$ cat src/hw/pfs_pkg.sv
/*
  constants and types for the per-port function sequencer.
  assumes a 40 mhz ref_clk; times are scaled to cycles here.
*/
package pfs_pkg;
  localparam int unsigned CLK_HZ = 40_000_000;
  // times in microseconds, as printed
  localparam int unsigned SETTLE_US = 5000;
  localparam int unsigned CONV_US = 18000;
  localparam int unsigned RAMP_US = 500;
  localparam int unsigned SETTLE_CYC = SETTLE_US * (CLK_HZ / 1_000_000);
  localparam int unsigned CONV_CYC = CONV_US * (CLK_HZ / 1_000_000);
  localparam int unsigned RAMP_CYC = RAMP_US * (CLK_HZ / 1_000_000);
  // conversion phases split of the total conversion time
  localparam int unsigned PRE_CYC = CONV_CYC / 8;
  localparam int unsigned CHG_CYC = CONV_CYC / 2;
  localparam int unsigned CRS_CYC = CONV_CYC / 4;
  localparam int unsigned FIN_CYC = CONV_CYC - PRE_CYC - CHG_CYC - CRS_CYC;
  localparam int unsigned CNT_W = 24;
  localparam int unsigned RES_W = 15;
  localparam int unsigned CS_SAMPLES = 31;
  localparam logic [RES_W-1:0] RES_RST = 15'h0000;

  typedef enum logic [3:0] {
    PFS_FN_DISABLE = 4'h0,
    PFS_FN_DET1 = 4'h1,
    PFS_FN_DET2 = 4'h2,
    PFS_FN_VSAMP = 4'h3,
    PFS_FN_LEGACY = 4'h4,
    PFS_FN_CLASS = 4'h5,
    PFS_FN_RAMP = 4'h6,
    PFS_FN_CSAMP = 4'h7
  } pfs_fn_t;

  // port test condition driven to the analog front end
  typedef enum logic [2:0] {
    PFS_CND_OFF = 3'h0,
    PFS_CND_DET1 = 3'h1,
    PFS_CND_DET2 = 3'h2,
    PFS_CND_DIFF = 3'h3,
    PFS_CND_LEGACY = 3'h4,
    PFS_CND_CLASS = 3'h5,
    PFS_CND_POWER = 3'h6
  } pfs_cnd_t;

  // conversion phases, gray coded along the path
  typedef enum logic [2:0] {
    PFS_AD_IDLE = 3'b000,
    PFS_AD_PRE = 3'b001,
    PFS_AD_CHG = 3'b011,
    PFS_AD_CRS = 3'b010,
    PFS_AD_FIN = 3'b110,
    PFS_AD_END = 3'b111
  } pfs_ad_t;
endpackage : pfs_pkg

$ cat src/hw/pfs_adc_seq.sv
/*
  phase sequencer for one integrating conversion.
  assumes start is a one-cycle pulse and the count input is steady while busy.
*/
module pfs_adc_seq
  import pfs_pkg::*;
#(
  parameter int unsigned CONV_CYCLES = CONV_CYC // whole conversion in cycles
) (
  input wire logic ref_clk, // clock
  input wire logic rst, // sync reset, high
  input wire logic start, // start pulse
  input wire logic abort, // drop conversion
  input wire logic [RES_W-1:0] sample, // front end count
  output pfs_pkg::pfs_ad_t phase, // current phase
  output logic done, // one-cycle end pulse
  output logic [RES_W-1:0] result // captured count
);
  pfs_ad_t ph_reg, ph_next;
  logic [CNT_W-1:0] cnt_reg, cnt_next;
  logic done_reg, done_next;
  logic [RES_W-1:0] res_reg, res_next;

  // phase split: an eighth, a half, a quarter, then the rest; needs 8 cycles or more
  localparam int unsigned PRE_LEN = CONV_CYCLES / 8;
  localparam int unsigned CHG_LEN = CONV_CYCLES / 2;
  localparam int unsigned CRS_LEN = CONV_CYCLES / 4;
  localparam int unsigned FIN_LEN = CONV_CYCLES - PRE_LEN - CHG_LEN - CRS_LEN;

  function automatic logic [CNT_W-1:0] phase_len(input pfs_ad_t p);
    case (p)
      PFS_AD_PRE: phase_len = CNT_W'(PRE_LEN);
      PFS_AD_CHG: phase_len = CNT_W'(CHG_LEN);
      PFS_AD_CRS: phase_len = CNT_W'(CRS_LEN);
      PFS_AD_FIN: phase_len = CNT_W'(FIN_LEN);
      default: phase_len = CNT_W'(1);
    endcase
  endfunction : phase_len

  // phase walk: precharge, charge, coarse, fine
  always_comb begin
    ph_next = ph_reg;
    cnt_next = cnt_reg;
    done_next = 1'b0;
    res_next = res_reg;
    if (abort) begin
      ph_next = PFS_AD_IDLE;
    end else begin
      case (ph_reg)
        PFS_AD_IDLE: begin
          if (start) begin
            ph_next = PFS_AD_PRE;
            cnt_next = phase_len(PFS_AD_PRE) - CNT_W'(1);
          end
        end
        PFS_AD_PRE, PFS_AD_CHG, PFS_AD_CRS, PFS_AD_FIN: begin
          if (cnt_reg != '0) begin
            cnt_next = cnt_reg - CNT_W'(1);
          end else begin
            case (ph_reg)
              PFS_AD_PRE: ph_next = PFS_AD_CHG;
              PFS_AD_CHG: ph_next = PFS_AD_CRS;
              PFS_AD_CRS: ph_next = PFS_AD_FIN;
              default: ph_next = PFS_AD_END;
            endcase
            cnt_next = phase_len(ph_next) - CNT_W'(1);
          end
        end
        PFS_AD_END: begin
          ph_next = PFS_AD_IDLE;
          done_next = 1'b1;
          res_next = sample;
        end
        default: ph_next = PFS_AD_IDLE;
      endcase
    end
  end

  always_ff @(posedge ref_clk) begin
    if (rst) begin
      ph_reg <= PFS_AD_IDLE;
      cnt_reg <= '0;
      done_reg <= 1'b0;
      res_reg <= RES_RST;
    end else begin
      ph_reg <= ph_next;
      cnt_reg <= cnt_next;
      done_reg <= done_next;
      res_reg <= res_next;
    end
  end

  assign phase = ph_reg;
  assign done = done_reg;
  assign result = res_reg;

  ad_order_a: assert property (@(posedge ref_clk) disable iff (rst)
    (ph_reg == PFS_AD_PRE && ph_next != PFS_AD_PRE && !abort) |=> ph_reg == PFS_AD_CHG)
    else $error("precharge not followed by charge");
  ad_fine_a: assert property (@(posedge ref_clk) disable iff (rst)
    $rose(ph_reg == PFS_AD_FIN) |-> $past(ph_reg) == PFS_AD_CRS)
    else $error("fine discharge entered out of order");
endmodule : pfs_adc_seq

$ cat src/hw/pfs_port_seq.sv
/*
  per-port function sequencer: decodes a four-bit function code, applies
  the port condition, runs timed conversions, stores results, flags done.
  assumes the host serial block delivers fn_valid with fn_code in one cycle
  and an outside arbiter or the host grants classification.
*/
module pfs_port_seq
  import pfs_pkg::*;
#(
  parameter int unsigned SETTLE_CYCLES = SETTLE_CYC, // settle time in cycles
  parameter int unsigned RAMP_CYCLES = RAMP_CYC, // ramp time in cycles
  parameter int unsigned CONV_CYCLES = CONV_CYC // conversion time in cycles
) (
  input wire logic ref_clk, // 40 mhz clock
  input wire logic rst, // sync reset, high
  input wire logic fn_valid, // function call strobe
  input wire logic [3:0] fn_code, // function code
  input wire logic autonomous_mode, // serialised classify needed
  input wire logic class_grant, // classify slot free
  input wire logic [RES_W-1:0] ad_sample, // front end count
  output pfs_pkg::pfs_cnd_t port_cond, // applied test condition
  output logic [7:0] output_current_limit, // ramp current level
  output logic power_on, // port powered latch
  output logic class_busy, // holds classify slot
  output logic conv_busy, // conversion running
  output logic fn_done, // function done flag
  output logic [RES_W:0] det_current, // done bit + detection current
  output logic [RES_W:0] port_current, // done bit + port current
  output logic [RES_W:0] port_voltage // done bit + port voltage
);
  typedef enum logic [2:0] {
    PFS_ST_IDLE = 3'b000,
    PFS_ST_WAIT = 3'b001,
    PFS_ST_SETTLE = 3'b011,
    PFS_ST_CONV = 3'b010,
    PFS_ST_RAMP = 3'b110
  } pfs_st_t;

  pfs_st_t st_reg, st_next;
  pfs_fn_t fn_reg, fn_next;
  pfs_cnd_t cnd_reg, cnd_next;
  logic [CNT_W-1:0] tmr_reg, tmr_next;
  logic [4:0] cs_reg, cs_next;
  logic [7:0] ilim_reg, ilim_next;
  logic pwr_reg, pwr_next;
  logic done_reg, done_next;
  logic cls_reg, cls_next;
  logic [RES_W:0] det_reg, det_next, cur_reg, cur_next, vol_reg, vol_next;
  logic ad_start;
  logic ad_done;
  logic [RES_W-1:0] ad_res;
  pfs_ad_t ad_phase;
  logic ad_abort;
  logic busy_reg, busy_next;

  // condition each function applies
  function automatic pfs_cnd_t fn_cond(input pfs_fn_t f);
    case (f)
      PFS_FN_DET1: fn_cond = PFS_CND_DET1;
      PFS_FN_DET2: fn_cond = PFS_CND_DET2;
      PFS_FN_VSAMP, PFS_FN_CSAMP: fn_cond = PFS_CND_DIFF;
      PFS_FN_LEGACY: fn_cond = PFS_CND_LEGACY;
      PFS_FN_CLASS: fn_cond = PFS_CND_CLASS;
      PFS_FN_RAMP: fn_cond = PFS_CND_POWER;
      default: fn_cond = PFS_CND_OFF;
    endcase
  endfunction : fn_cond

  // only an accepted call drops a running conversion; ignored codes leave it
  assign ad_abort = fn_valid && !fn_code[3];

  pfs_adc_seq #(
    .CONV_CYCLES(CONV_CYCLES)
  ) u_adc (
    .ref_clk(ref_clk),
    .rst(rst),
    .start(ad_start),
    .abort(ad_abort),
    .sample(ad_sample),
    .phase(ad_phase),
    .done(ad_done),
    .result(ad_res)
  );

  // function sequencing
  always_comb begin
    st_next = st_reg;
    fn_next = fn_reg;
    cnd_next = cnd_reg;
    tmr_next = tmr_reg;
    cs_next = cs_reg;
    ilim_next = ilim_reg;
    pwr_next = pwr_reg;
    done_next = done_reg;
    cls_next = cls_reg;
    det_next = det_reg;
    cur_next = cur_reg;
    vol_next = vol_reg;
    ad_start = 1'b0;
    if (fn_valid && fn_code[3] == 1'b0) begin
      // new call: clear done, drop classify slot, latch code
      fn_next = pfs_fn_t'(fn_code[2:0] == 3'h0 ? 4'h0 : {1'b0, fn_code[2:0]});
      done_next = 1'b0;
      cls_next = 1'b0;
      cs_next = '0;
      st_next = PFS_ST_WAIT;
      if (fn_next != PFS_FN_RAMP && fn_next != PFS_FN_CSAMP) begin
        pwr_next = 1'b0;
        ilim_next = '0;
      end
    end else begin
      case (st_reg)
        PFS_ST_IDLE: st_next = PFS_ST_IDLE; // wait for next call
        PFS_ST_WAIT: begin
          if (fn_reg == PFS_FN_CLASS && autonomous_mode && !class_grant) begin
            st_next = PFS_ST_WAIT;
          end else begin
            cnd_next = fn_cond(fn_reg);
            cls_next = (fn_reg == PFS_FN_CLASS);
            case (fn_reg)
              PFS_FN_DISABLE: begin
                done_next = 1'b1;
                st_next = PFS_ST_IDLE;
              end
              PFS_FN_DET1, PFS_FN_DET2: begin
                tmr_next = CNT_W'(SETTLE_CYCLES - 1);
                st_next = PFS_ST_SETTLE;
              end
              PFS_FN_RAMP: begin
                tmr_next = CNT_W'(RAMP_CYCLES - 1);
                ilim_next = '0;
                st_next = PFS_ST_RAMP;
              end
              default: begin
                ad_start = 1'b1;
                st_next = PFS_ST_CONV;
              end
            endcase
          end
        end
        PFS_ST_SETTLE: begin
          if (tmr_reg != '0) begin
            tmr_next = tmr_reg - CNT_W'(1);
          end else begin
            ad_start = 1'b1;
            st_next = PFS_ST_CONV;
          end
        end
        PFS_ST_CONV: begin
          if (ad_done) begin
            case (fn_reg)
              PFS_FN_DET1, PFS_FN_DET2: det_next = {1'b1, ad_res};
              PFS_FN_CLASS: cur_next = {1'b1, ad_res};
              PFS_FN_CSAMP: begin
                if (cs_reg == 5'(CS_SAMPLES)) begin
                  vol_next = {1'b1, ad_res};
                end else begin
                  cur_next = {1'b1, ad_res};
                end
              end
              default: vol_next = {1'b1, ad_res};
            endcase
            if (fn_reg == PFS_FN_CSAMP) begin
              // continuous: restart, done set after each full round
              cs_next = (cs_reg == 5'(CS_SAMPLES)) ? 5'h00 : cs_reg + 5'h01;
              done_next = done_reg | (cs_reg == 5'(CS_SAMPLES));
              ad_start = 1'b1;
            end else begin
              done_next = 1'b1;
              cls_next = 1'b0;
              st_next = PFS_ST_IDLE;
            end
          end
        end
        PFS_ST_RAMP: begin
          if (tmr_reg != '0) begin
            tmr_next = tmr_reg - CNT_W'(1);
            ilim_next = 8'((CNT_W'(RAMP_CYCLES) - tmr_reg) * 255 / RAMP_CYCLES);
          end else begin
            ilim_next = 8'hff;
            pwr_next = 1'b1;
            done_next = 1'b1;
            st_next = PFS_ST_IDLE;
          end
        end
        default: st_next = PFS_ST_IDLE;
      endcase
      if (fn_reg != PFS_FN_DISABLE && fn_next == fn_reg && st_next == PFS_ST_IDLE) begin
        cnd_next = cnd_reg;
      end
    end
    // busy kept in a flop so conv_busy leaves the block registered
    busy_next = (st_next == PFS_ST_CONV);
  end

  always_ff @(posedge ref_clk) begin
    if (rst) begin
      st_reg <= PFS_ST_IDLE;
      fn_reg <= PFS_FN_DISABLE;
      cnd_reg <= PFS_CND_OFF;
      tmr_reg <= '0;
      cs_reg <= '0;
      ilim_reg <= '0;
      pwr_reg <= 1'b0;
      done_reg <= 1'b0;
      cls_reg <= 1'b0;
      det_reg <= '0;
      cur_reg <= '0;
      vol_reg <= '0;
      busy_reg <= 1'b0;
    end else begin
      st_reg <= st_next;
      fn_reg <= fn_next;
      cnd_reg <= cnd_next;
      tmr_reg <= tmr_next;
      cs_reg <= cs_next;
      ilim_reg <= ilim_next;
      pwr_reg <= pwr_next;
      done_reg <= done_next;
      cls_reg <= cls_next;
      det_reg <= det_next;
      cur_reg <= cur_next;
      vol_reg <= vol_next;
      busy_reg <= busy_next;
    end
  end

  assign port_cond = cnd_reg;
  assign output_current_limit = ilim_reg;
  assign power_on = pwr_reg;
  assign class_busy = cls_reg;
  assign conv_busy = busy_reg;
  assign fn_done = done_reg;
  assign det_current = det_reg;
  assign port_current = cur_reg;
  assign port_voltage = vol_reg;

  call_clears_done_a: assert property (@(posedge ref_clk) disable iff (rst)
    (fn_valid && !fn_code[3]) |=> !fn_done)
    else $error("done not cleared by new call");
  disable_done_a: assert property (@(posedge ref_clk) disable iff (rst)
    (fn_valid && fn_code == 4'h0) ##1 !fn_valid |=> fn_done)
    else $error("disable did not finish in two cycles");
  settle_no_conv_a: assert property (@(posedge ref_clk) disable iff (rst)
    (st_reg == PFS_ST_SETTLE && tmr_reg != '0) |-> ad_phase == PFS_AD_IDLE)
    else $error("conversion started during settling");
  det_store_a: assert property (@(posedge ref_clk) disable iff (rst)
    (ad_done && st_reg == PFS_ST_CONV && !fn_valid
      && (fn_reg == PFS_FN_DET1 || fn_reg == PFS_FN_DET2))
    |=> det_current == {1'b1, $past(ad_res)} && fn_done)
    else $error("detection result not stored with done");
  det_hold_a: assert property (@(posedge ref_clk) disable iff (rst)
    (fn_reg != PFS_FN_DET1 && fn_reg != PFS_FN_DET2) |=> $stable(det_current))
    else $error("detection result changed by other function");
  cond_hold_a: assert property (@(posedge ref_clk) disable iff (rst)
    (st_reg == PFS_ST_IDLE && !fn_valid) |=> $stable(port_cond))
    else $error("port condition changed without a call");
  class_store_a: assert property (@(posedge ref_clk) disable iff (rst)
    (fn_reg != PFS_FN_CLASS && fn_reg != PFS_FN_CSAMP) |=> $stable(port_current))
    else $error("port current changed by other function");
  class_solo_a: assert property (@(posedge ref_clk) disable iff (rst)
    (autonomous_mode && !class_grant && st_reg == PFS_ST_WAIT && fn_reg == PFS_FN_CLASS
      && !fn_valid) |=> !class_busy)
    else $error("classify began without the slot");
  ramp_power_a: assert property (@(posedge ref_clk) disable iff (rst)
    $rose(power_on) |-> output_current_limit == 8'hff && fn_done)
    else $error("power latched before ramp reached limit");
  legacy_store_a: assert property (@(posedge ref_clk) disable iff (rst)
    (ad_done && st_reg == PFS_ST_CONV && !fn_valid && fn_reg == PFS_FN_LEGACY)
    |=> port_voltage == {1'b1, $past(ad_res)})
    else $error("legacy voltage not stored");
  ignore_code_a: assert property (@(posedge ref_clk) disable iff (rst)
    (fn_valid && fn_code[3]) |=> $stable(fn_reg))
    else $error("ignored code changed the function");
  ramp_rise_a: assert property (@(posedge ref_clk) disable iff (rst)
    (st_reg == PFS_ST_RAMP && !fn_valid) |=> output_current_limit >= $past(output_current_limit))
    else $error("ramp current fell");
  settle_start_a: assert property (@(posedge ref_clk) disable iff (rst)
    (st_reg == PFS_ST_SETTLE && tmr_reg == '0 && !fn_valid) |=> conv_busy && ad_phase == PFS_AD_PRE)
    else $error("conversion did not start after settling");

  det_run_c: cover property (@(posedge ref_clk) fn_reg == PFS_FN_DET1 && $rose(fn_done));
  class_run_c: cover property (@(posedge ref_clk) fn_reg == PFS_FN_CLASS && $rose(fn_done));
  ramp_run_c: cover property (@(posedge ref_clk) $rose(power_on));
  csamp_run_c: cover property (@(posedge ref_clk) fn_reg == PFS_FN_CSAMP && $rose(fn_done));
  ignore_run_c: cover property (@(posedge ref_clk) fn_valid && fn_code[3] && conv_busy);
endmodule : pfs_port_seq

$ cat config.mk
export PLATFORM = sky130hd
export DESIGN_NAME = pfs_port_seq
export DESIGN_NICKNAME = d
export VERILOG_FILES = /design/src/hw/pfs_pkg.sv /design/src/hw/pfs_adc_seq.sv /design/src/hw/pfs_port_seq.sv
export SDC_FILE = /design/constraint.sdc
export NUM_CORES = 1
export LEC_CHECK = 0
export BUFFER_PORTS_ARGS = -buffer_cell sky130_fd_sc_hd__buf_2
export CORE_ASPECT_RATIO = 1.2
export CORE_MARGIN = 10
export CORE_UTILIZATION = 50
export DETAILED_ROUTE_END_ITERATION = 6
export PLACE_DENSITY = 0.68
export SLEW_MARGIN = 20
export SYNTH_ARGS = -nofsm -noshare
export SYNTH_HDL_FRONTEND = slang
export SYNTH_SLANG_ARGS = --single-unit
$ cat constraint.sdc
create_clock -name ref_clk -period 32.4 [get_ports ref_clk]
set_input_delay 1.62 -clock ref_clk [delete_from_list [all_inputs] [get_ports ref_clk]]
set_output_delay 1.62 -clock ref_clk [all_outputs]
set_load 0.01 [all_outputs]
## After elaboration in Yosys (flattened, before gate mapping)

Index checks and enable logic that the tools add are counted.

| storage, ports and cells | value |
|---|---|
| flip-flop bits (word level) | 142 |
| bits of input ports | 24 |

| operators by class | value |
|---|---|
| add/subtract/negate cells | 5 |
| multiply operators | 1 |
| div/mod/pow operators | 1 |
| eq/ne operators | 39 |
| multiplexer cells | 61 |
| bitwise gates (word level) | 7 |
| reduce and logical (&&, ||, !) cells | 44 |

Operators by type and width:

| operator | number |
|---|---|
| $mux W24 | 7 |
| $pmux W24 S2 | 3 |
| $sub A24 B1 Y24 const B | 3 |
| $pmux W16 S2 | 2 |
| $pmux W19 S3 | 1 |
| $reduce_bool A24 Y1 | 2 |
| $mux W8 | 5 |
| $mux W3 | 13 |
| $div A32 B15 Y32 const B | 1 |
| $mul A25 B9 Y32 const B | 1 |
| $mux W16 | 2 |
| $sub A15 B24 Y25 const A | 1 |
| $eq A3 B2 Y1 const B | 7 |
| $reduce_and A5 Y1 | 4 |
| $mux W1 | 18 |
| $ne A2 B2 Y1 const B | 9 |
| $pmux W3 S3 | 2 |
| $pmux W3 S6 | 1 |
| $eq A4 B3 Y1 const B | 4 |
| $pmux W8 S2 | 1 |
| $reduce_and A4 Y1 | 4 |
| $ne A3 B3 Y1 const B | 5 |
| $eq A3 B3 Y1 const B | 4 |
| $pmux W3 S4 | 1 |
| other kinds (24) | 57 |

## Logic depth before layout (Yosys ltp)

Gate-level depths: netlist of run 1.

| depth | value |
|---|---|
| word-level depth | 14 |
| depth in mapped cells | 94 |
| gate-level depth less buffers | 81 |

## Cells and area by module

Synthesis of run 1 repeated with hierarchy kept, for this count alone.

| second synthesis, totals | value |
|---|---|
| cell total of the unflattened synthesis | 2,350 |
| area total of the unflattened synthesis | 18,193.7 sq um |

Modules (own cells, without submodules):

| module | times used | cells an instance | area each (sq um) | sequential area each (sq um) |
|---|---|---|---|---|
| pfs_port_seq | 1 | 2,050 | 15,890.2 | 1,961.9 |
| pfs_adc_seq | 1 | 300 | 2,303.5 | 860.8 |

## Least setup slack after synthesis of run 1

No wires, ideal clock.

| path | value |
|---|---|
| kind | flip-flop to flip-flop |
| from | register tmr_reg[0] |
| to | register ilim_reg[0] (netlist: output_current_limit[0]) |
| library setup time | 80 ps |
| data arrival time | 21,325 ps |
| data required time | 32,320 ps |
| slack | 10,996 ps |
| stages on the path, launching flop included | 82 |
| path buffers | 5 |
| period minus slack after synthesis | 21,404 ps |
| path through | dfxtp_1 -> clkbuf_1 -> inv_1 -> ha_1 -> nand2_1 -> o21ai_0 -> nand2_1 -> and4_1 -> or3_1 -> and2_1 -> nor3_1 -> fa_1 -> inv_1 -> fa_1 -> fa_1 -> fa_1 -> ha_1 -> a211oi_1 -> (+46 left out) -> buf_2 -> nand3_1 -> xnor2_1 -> nor2_1 -> o211ai_1 -> and2_1 -> a221oi_2 -> a311o_1 -> a21oi_2 -> o32ai_2 -> xnor2_1 -> mux2_4 -> o21ai_2 -> a21oi_2 -> o31a_1 -> a221oi_2 -> o21ai_1 -> a211oi_2 |

| on the way | value |
|---|---|
| longest elaborated chain between the ends | 6 |

RTL lines:

| element | line | text |
|---|---|---|
| from (decl) | pfs_port_seq.sv:42 | `logic [CNT_W-1:0] tmr_reg, tmr_next;` |
| from (signal assigned) | pfs_port_seq.sv:215 | `tmr_reg <= tmr_next;` |
| $sub A15 B24 Y25 | pfs_port_seq.sv:178 | `ilim_next = 8'((CNT_W'(RAMP_CYCLES) - tmr_reg) * 255 / RAMP_CYCLES);` |
| $mul A25 B9 Y32 | pfs_port_seq.sv:178 |  |
| $div A32 B15 Y32 | pfs_port_seq.sv:178 |  |
| $mux W8 * | pfs_port_seq.sv:176 | `if (tmr_reg != '0) begin` |
| $pmux W8 S2 * | pfs_port_seq.sv:112 | `case (st_reg)` |
| $mux W8 * | pfs_port_seq.sv:100 | `if (fn_valid && fn_code[3] == 1'b0) begin` |
| to (signal assigned) | pfs_port_seq.sv:217 | `ilim_reg <= ilim_next;` |
| to (decl) | pfs_port_seq.sv:44 | `logic [7:0] ilim_reg, ilim_next;` |

Mark *: on every way between the ends. The rest lies on a longest branch, timed or not.
A chain may end at the register's enable or synchronous reset.

## Worst setup path in the final report of run 1

Same ends and word-level chain as after synthesis.

==> results of run 1 <==
logic make-up (layout without fill, tap and decap cells):
kind of cell	Yosys count	in the layout	share of synthesized area, %
DFF	141	141	15.2
xor gates and xnor gates	180	180	8.65
buffers and inverters	279	309	5.82
muxes	92	92	5.20
other	0	1	0
and+or+nand+nor	860	860	22.2
adders and majority gates	175	175	15.9
AOI/OAI and AO/OA	687	687	27.1
cells in the final DEF, fill, tap and decap left out, drive strengths merged, types with 12 or more instances in the layout:
cell,n
nand2,224
or2,24
nand3,64
a21oi,179
nor2,266
nor3,67
a31oi,21
o21ai,131
xor2,57
clkbuf,19
nand2b,30
o211ai,35
inv,188
o31ai,15
or3,29
and3,21
a211oi,38
xnor2,123
a21o,28
o21bai,14
o21a,20
a311oi,15
o2111ai,12
nor4,29
fa,105
a22oi,12
buf,93
mux2i,76
ha,64
dfxtp,141
and2,32
nand4,18
mux2,16
worst max-delay path by stage:
stage,end,cells after the start,slack (ns)
after floorplan,output_current_limit[0],81,11.00
after global placement,output_current_limit[0],76,7.15
after detailed placement,output_current_limit[0],79,6.71
after CTS,output_current_limit[0],79,6.68
after global routing,output_current_limit[0],79,4.52
final,output_current_limit[0],79,6.56
Yosys cell counts (all sizes together), types with 14 or more instances:
cell    count  area (µm²)
a211oi     38         320
a21o       28         210
a21oi     179         948
a311oi     15         161
a31oi      21         153
and2       32         200
and3       21         136
buf        24         126
clkbuf     70         263
dfxtp     141        2820
fa        105        2100
ha         64         801
inv       185         694
mux2       16         191
mux2i      76         777
nand2     224         843
nand2b     30         188
nand3      64         330
nand4      18         119
nor2      266        1000
nor3       67         340
nor4       29         188
o211ai     35         278
o21a       20         158
o21ai     131         671
o21bai     14         105
o31ai      15         118
or2        24         150
or3        29         186
xnor2     123        1100
xor2       57         514
layer usage:
metal | vias up | part of all wire (%) | GRT usage, %
li1 | 8734 | - | -
met1 | 8553 | 43 | 24.7
met2 | 439 | 50 | 37.7
met3 | 90 | 3.9 | 2.70
met4 | 2 | 2.4 | 6.93
met5 | - | 0.014 | 0
per-stage QoR:
stage                     cell area, µm²  utilization (%)  hold slack [ns]  setup WS [ns]
after global routing               19900             54.2            0.476           4.52
final                              19900             54.2            0.456           6.56
after floorplan                    18600                -            0.453          11.00
after CTS                          19900             54.1            0.460           6.68
after global placement             19300             52.5            0.432           7.15
after detailed placement           19300             52.5            0.443           6.71
worst register-to-register path: cells and delay by family (launching register included):
family,cells,cell delay (ns)
AO/OA/AOI/OAI,46,15.60
multiplexers,5,1.89
buffers and inverters,3,0.26
AND/OR/NAND/NOR,15,3.49
flip-flops,1,0.41
adder cells (fa/ha/maj),5,2.56
XOR/XNOR,5,1.52
area by class of cell:
cell class / count / area, µm²
flip-flops and latches: 141 / 2820
multi-input cells: 1994 / 14700
clock inverters: 12 / 139
clock buffers: 19 / 443
repair buffers: 93 / 503
well taps: 474 / 593
diodes: 1 / 2.50
inverters: 185 / 694
fillers: 3470 / 16900
==> out/qor.csv, run 1 <==
metric,value,unit
status,"complete, no violations",
dp.cells,2885,
yosys_most_used_dff,dfxtp_1,
r2r_slack,6.56,ns
initial_core_util,50.6,%
h-tree-depth,4,
wl,49400,µm
worst_setup_path_end_kind,flip-flop,
reg2reg_depth,79,
r2r-start,tmr_reg[0],
worstSetupPathType,flip-flop to flip-flop,
core-area,36800,µm²
vias_per_cell,6.10,
holdBufCountCts,0,
crit_required,32.75,ns
clk_path_buf_depth,2,
drt_iter0_markers,1021,
post-cts-setup-buffers,0,
io_pins,87,
final_max_slew_viol_count,0,
crit_family,compound AO/OA/AOI/OAI gates,
gp_congestion,0.919,
synthArstFlopShare,0,%
synth-edff-count,0,
cp_slowest_cell,o41ai_4,
critPathMaxStageDelay,0.83,ns
fin_nets,2625,
instances_no_fill,2919,
cts-buffers-inserted,17,
grt_max_degree,108,
hold_class,flip-flop to flip-flop,
max_slew_margin,29.5,%
rows,77,
avgSynthCellArea,7.71,µm²
finalSetupViolCount,0,
period_minus_slack,25.84,ns
hold_start,port_current[15],
cts_sinks,141,
die_x,196,µm
post_cts_resized,0,
skew,0.00864,ns
fin_crit_sh,79.8,%
port_buffers,86,
ys_seq_area_share,15.2,%
drive_gt1_share,9.70,%
vias,17800,
routedWlPerCell,16.9,µm
grt_pass1_wl,82700,µm
cts_tree,built,
ys_ff_latch,141,
antenna_found_initial,1,
grt_setup_unrepaired,no,
synth_cell_types,127,
crit_path_max_fanout,21,
drc_errors,0,
worst_skew_pair.late_latency,0.43,ns
ys_warn_count,0,
holdPathStages,2,
final-hold-violation-count,0,
overflow,0,
grt_pass1_vias,17200,
setup_tns,0,ns
dp_hpwl,39200,µm
syn_inst,2414,
dr.pass1.iters,5,
crit_buf_inv,3,
grt_usage,20.8,%
die-area,45400,µm²
max_cap_viol_count,0,
crit_arrival,26.19,ns
min_to,port_current[15],
cp-startpoint,tmr_reg[0],
area_growth,7.09,%
detail-route-antenna-nets,0,
fmax,0.0387,GHz
tightest_slew,1.05,ns
clkTransAtPathRegs,0.06,ns
mappedNetlistArea,18600,µm²
fp.dieH,231,µm
r2r-end,output_current_limit[0],
crit_top_cell,o21ai_1,
start_kind,flip-flop,
syn-num-nets,2607,
cts_root_buffer,clkbuf_16,
Power of run 1 is left out: the tool's default activity adds up to more than one toggle a clock period on the data nets, which glitch-free logic cannot reach.
==> run 2: changes to the inputs <==
clock period = 26.5 ns   (was 32.4 ns; I/O delays follow)
==> run 2 against run 1 <==
Effect of this change:
- die area did not move
- maximum frequency increased by 4.7%
- critical path depth stayed put
- worst setup slack lost 4.7 ns
- final area rose by 0.55%
- flip-flop and latch count unchanged
- largest cell class unchanged
- sequential share of layout area fell by 0.078 points
- clock skew is 0.0018 ns higher
- via count is 0.16% higher
- critical path type unchanged
==> out/qor.csv, run 2 (synthesis gave the netlist of run 1 again) <==
metric,value,unit,change
fmax,0.0405,GHz,+4.7%
core-area,36800,µm²,unchanged
setup_tns,0,ns,unchanged
start_kind,flip-flop,,
fp.dieH,231,µm,unchanged
worstSetupPathType,flip-flop to flip-flop,,
overflow,0,,unchanged
antenna_found_initial,0,,-1
finalSetupViolCount,0,,unchanged
fin_crit_sh,93.1,%,+13 points
io_pins,87,,unchanged
rows,77,,unchanged
final_common_cell,nor2_1,,
dr.pass1.iters,7,,+2
cts_tree,built,,
grt_pass1_wl,84100,µm,+1.7%
grt_usage,21.2,%,+0.36 points
crit_required,26.83,ns,-5.92 ns
h-tree-depth,4,,unchanged
crit_path_max_fanout,11,,-48%
vias_per_cell,6.11,,about the same
drive_gt1_share,10.2,%,+0.52 points
die-area,45400,µm²,unchanged
worst_skew_pair.late_latency,0.42,ns,about the same
grt_setup_unrepaired,no,,
critPathMaxStageDelay,0.58,ns,-0.25 ns
max_slew_margin,28.9,%,-0.64 points
period_minus_slack,24.68,ns,-1.16 ns
final-hold-violation-count,0,,unchanged
area_growth,7.68,%,
diodes,0,,-1
hold_class,flip-flop to flip-flop,,
routedWlPerCell,17.2,µm,+1.3%
gp_congestion,0.917,,-0.25%
vias,17800,,+0.16%
grt_pass1_vias,17400,,+1.2%
fin_util,54.5,%,+0.30 points
worst_setup_path_end_kind,flip-flop,,
grt_max_degree,108,,unchanged
cts-buffers-inserted,17,,unchanged
layout_common_cells,"nor2_1 (264), nand2_1 (223), inv_1 (184)",,
die_x,196,µm,unchanged
drc_errors,0,,unchanged
pre_cts_slack,0.778,ns,-5.93 ns
clk_path_buf_depth,2,,unchanged
clkTransAtPathRegs,0.06,ns,about the same
status,"complete, no violations",,
drt_iter0_markers,1039,,+1.8%
final_max_slew_viol_count,0,,unchanged
crit_arrival,25.01,ns,-1.18 ns
max_cap_viol_count,0,,unchanged
cts_root_buffer,clkbuf_16,,
port_buffers,86,,unchanged
cts_sinks,141,,unchanged
initial_core_util,50.6,%,unchanged
skew,0.0104,ns,+0.00177 ns
fin_nets,2628,,+0.11%
layout_setup_ws,1.82,ns,-4.74 ns
tightest_slew,1.06,ns,+0.00950 ns
wl,50100,µm,+1.4%
detail-route-antenna-nets,0,,unchanged
cp_slowest_cell,fa_1,,
dp_hpwl,39500,µm,+0.72%
==> run 2: cell types whose count changed in the layout (fill, tap and decap cells not counted), moves of 2 or more <==
cell and change:
xnor2_2 +3, inv_8 +2, o21ai_1 -2, buf_4 +3, clkinvlp_4 -4, xnor2_1 -3
o21ai_2 +2
==> run 2: metal layers <==
metal  GRT usage, %  part of all wire (%)  wire length, µm  vias up
li1               -                     -                -     8744
met1           25.6                    43            21700     8567
met2           38.0                    50            25300      450
met3           2.64                   3.9             1960       86
met4           6.78                   2.3             1140        0
met5              0                     0                0        -
==> run 2: area by class of cell <==
cell class	count	area, µm²
Clock buffer	19	453
Clock inverter	13	179
Fill cell	3551	16800
Inverter	185	694
Multi-Input combinational cell	1995	14800
Sequential cell	141	2820
Tap cell	474	593
Timing Repair Buffer	95	504
==> run 2: critical path: cells and delay by family (launching register included) <==
| kind | cells | cell delay, ns |
|---|---|---|
| AO/OA/AOI/OAI | 43 | 13.45 |
| XOR/XNOR | 5 | 1.63 |
| adder cells (fa/ha/maj) | 5 | 2.58 |
| buffers and inverters | 5 | 0.55 |
| flip-flops | 1 | 0.42 |
| multiplexers | 4 | 1.51 |
| AND/OR/NAND/NOR | 17 | 4.39 |
==> run 2: repair_timing <==
action | CTS | global route
hold buffers | 0 | 0
setup endpoints to repair | 0 | 2
resized for setup | 0 | 9
setup buffers | 0 | 3
hold endpoints to repair | 0 | 0
==> run 2: path summary, 6_finish.rpt <==
kind / start / endpoint / slack [ns] / depth (start not counted)
setup / recovery: tmr_reg[0] / output_current_limit[0] / 1.82 / 79
hold / removal: port_current[15] / port_current[15] / 0.45 / 2
setup reg to reg: tmr_reg[0] / output_current_limit[0] / 1.82 / 79
hold reg to reg: port_current[15] / port_current[15] / 0.45 / 2
==> run 2: stage by stage <==
| stage | instances | cell area [µm²] | hold WS [ns] |
|---|---|---|---|
| floorplan | 2414 | 18600 | 0.453 |
| global placement | 2885 | 19300 | 0.432 |
| detailed placement | 2885 | 19300 | 0.441 |
| CTS | 2917 | 20000 | 0.453 |
| global route | 2922 | 20000 | 0.481 |
| finish | 2922 | 20000 | 0.447 |
Power of run 2 is left out for the same reason.
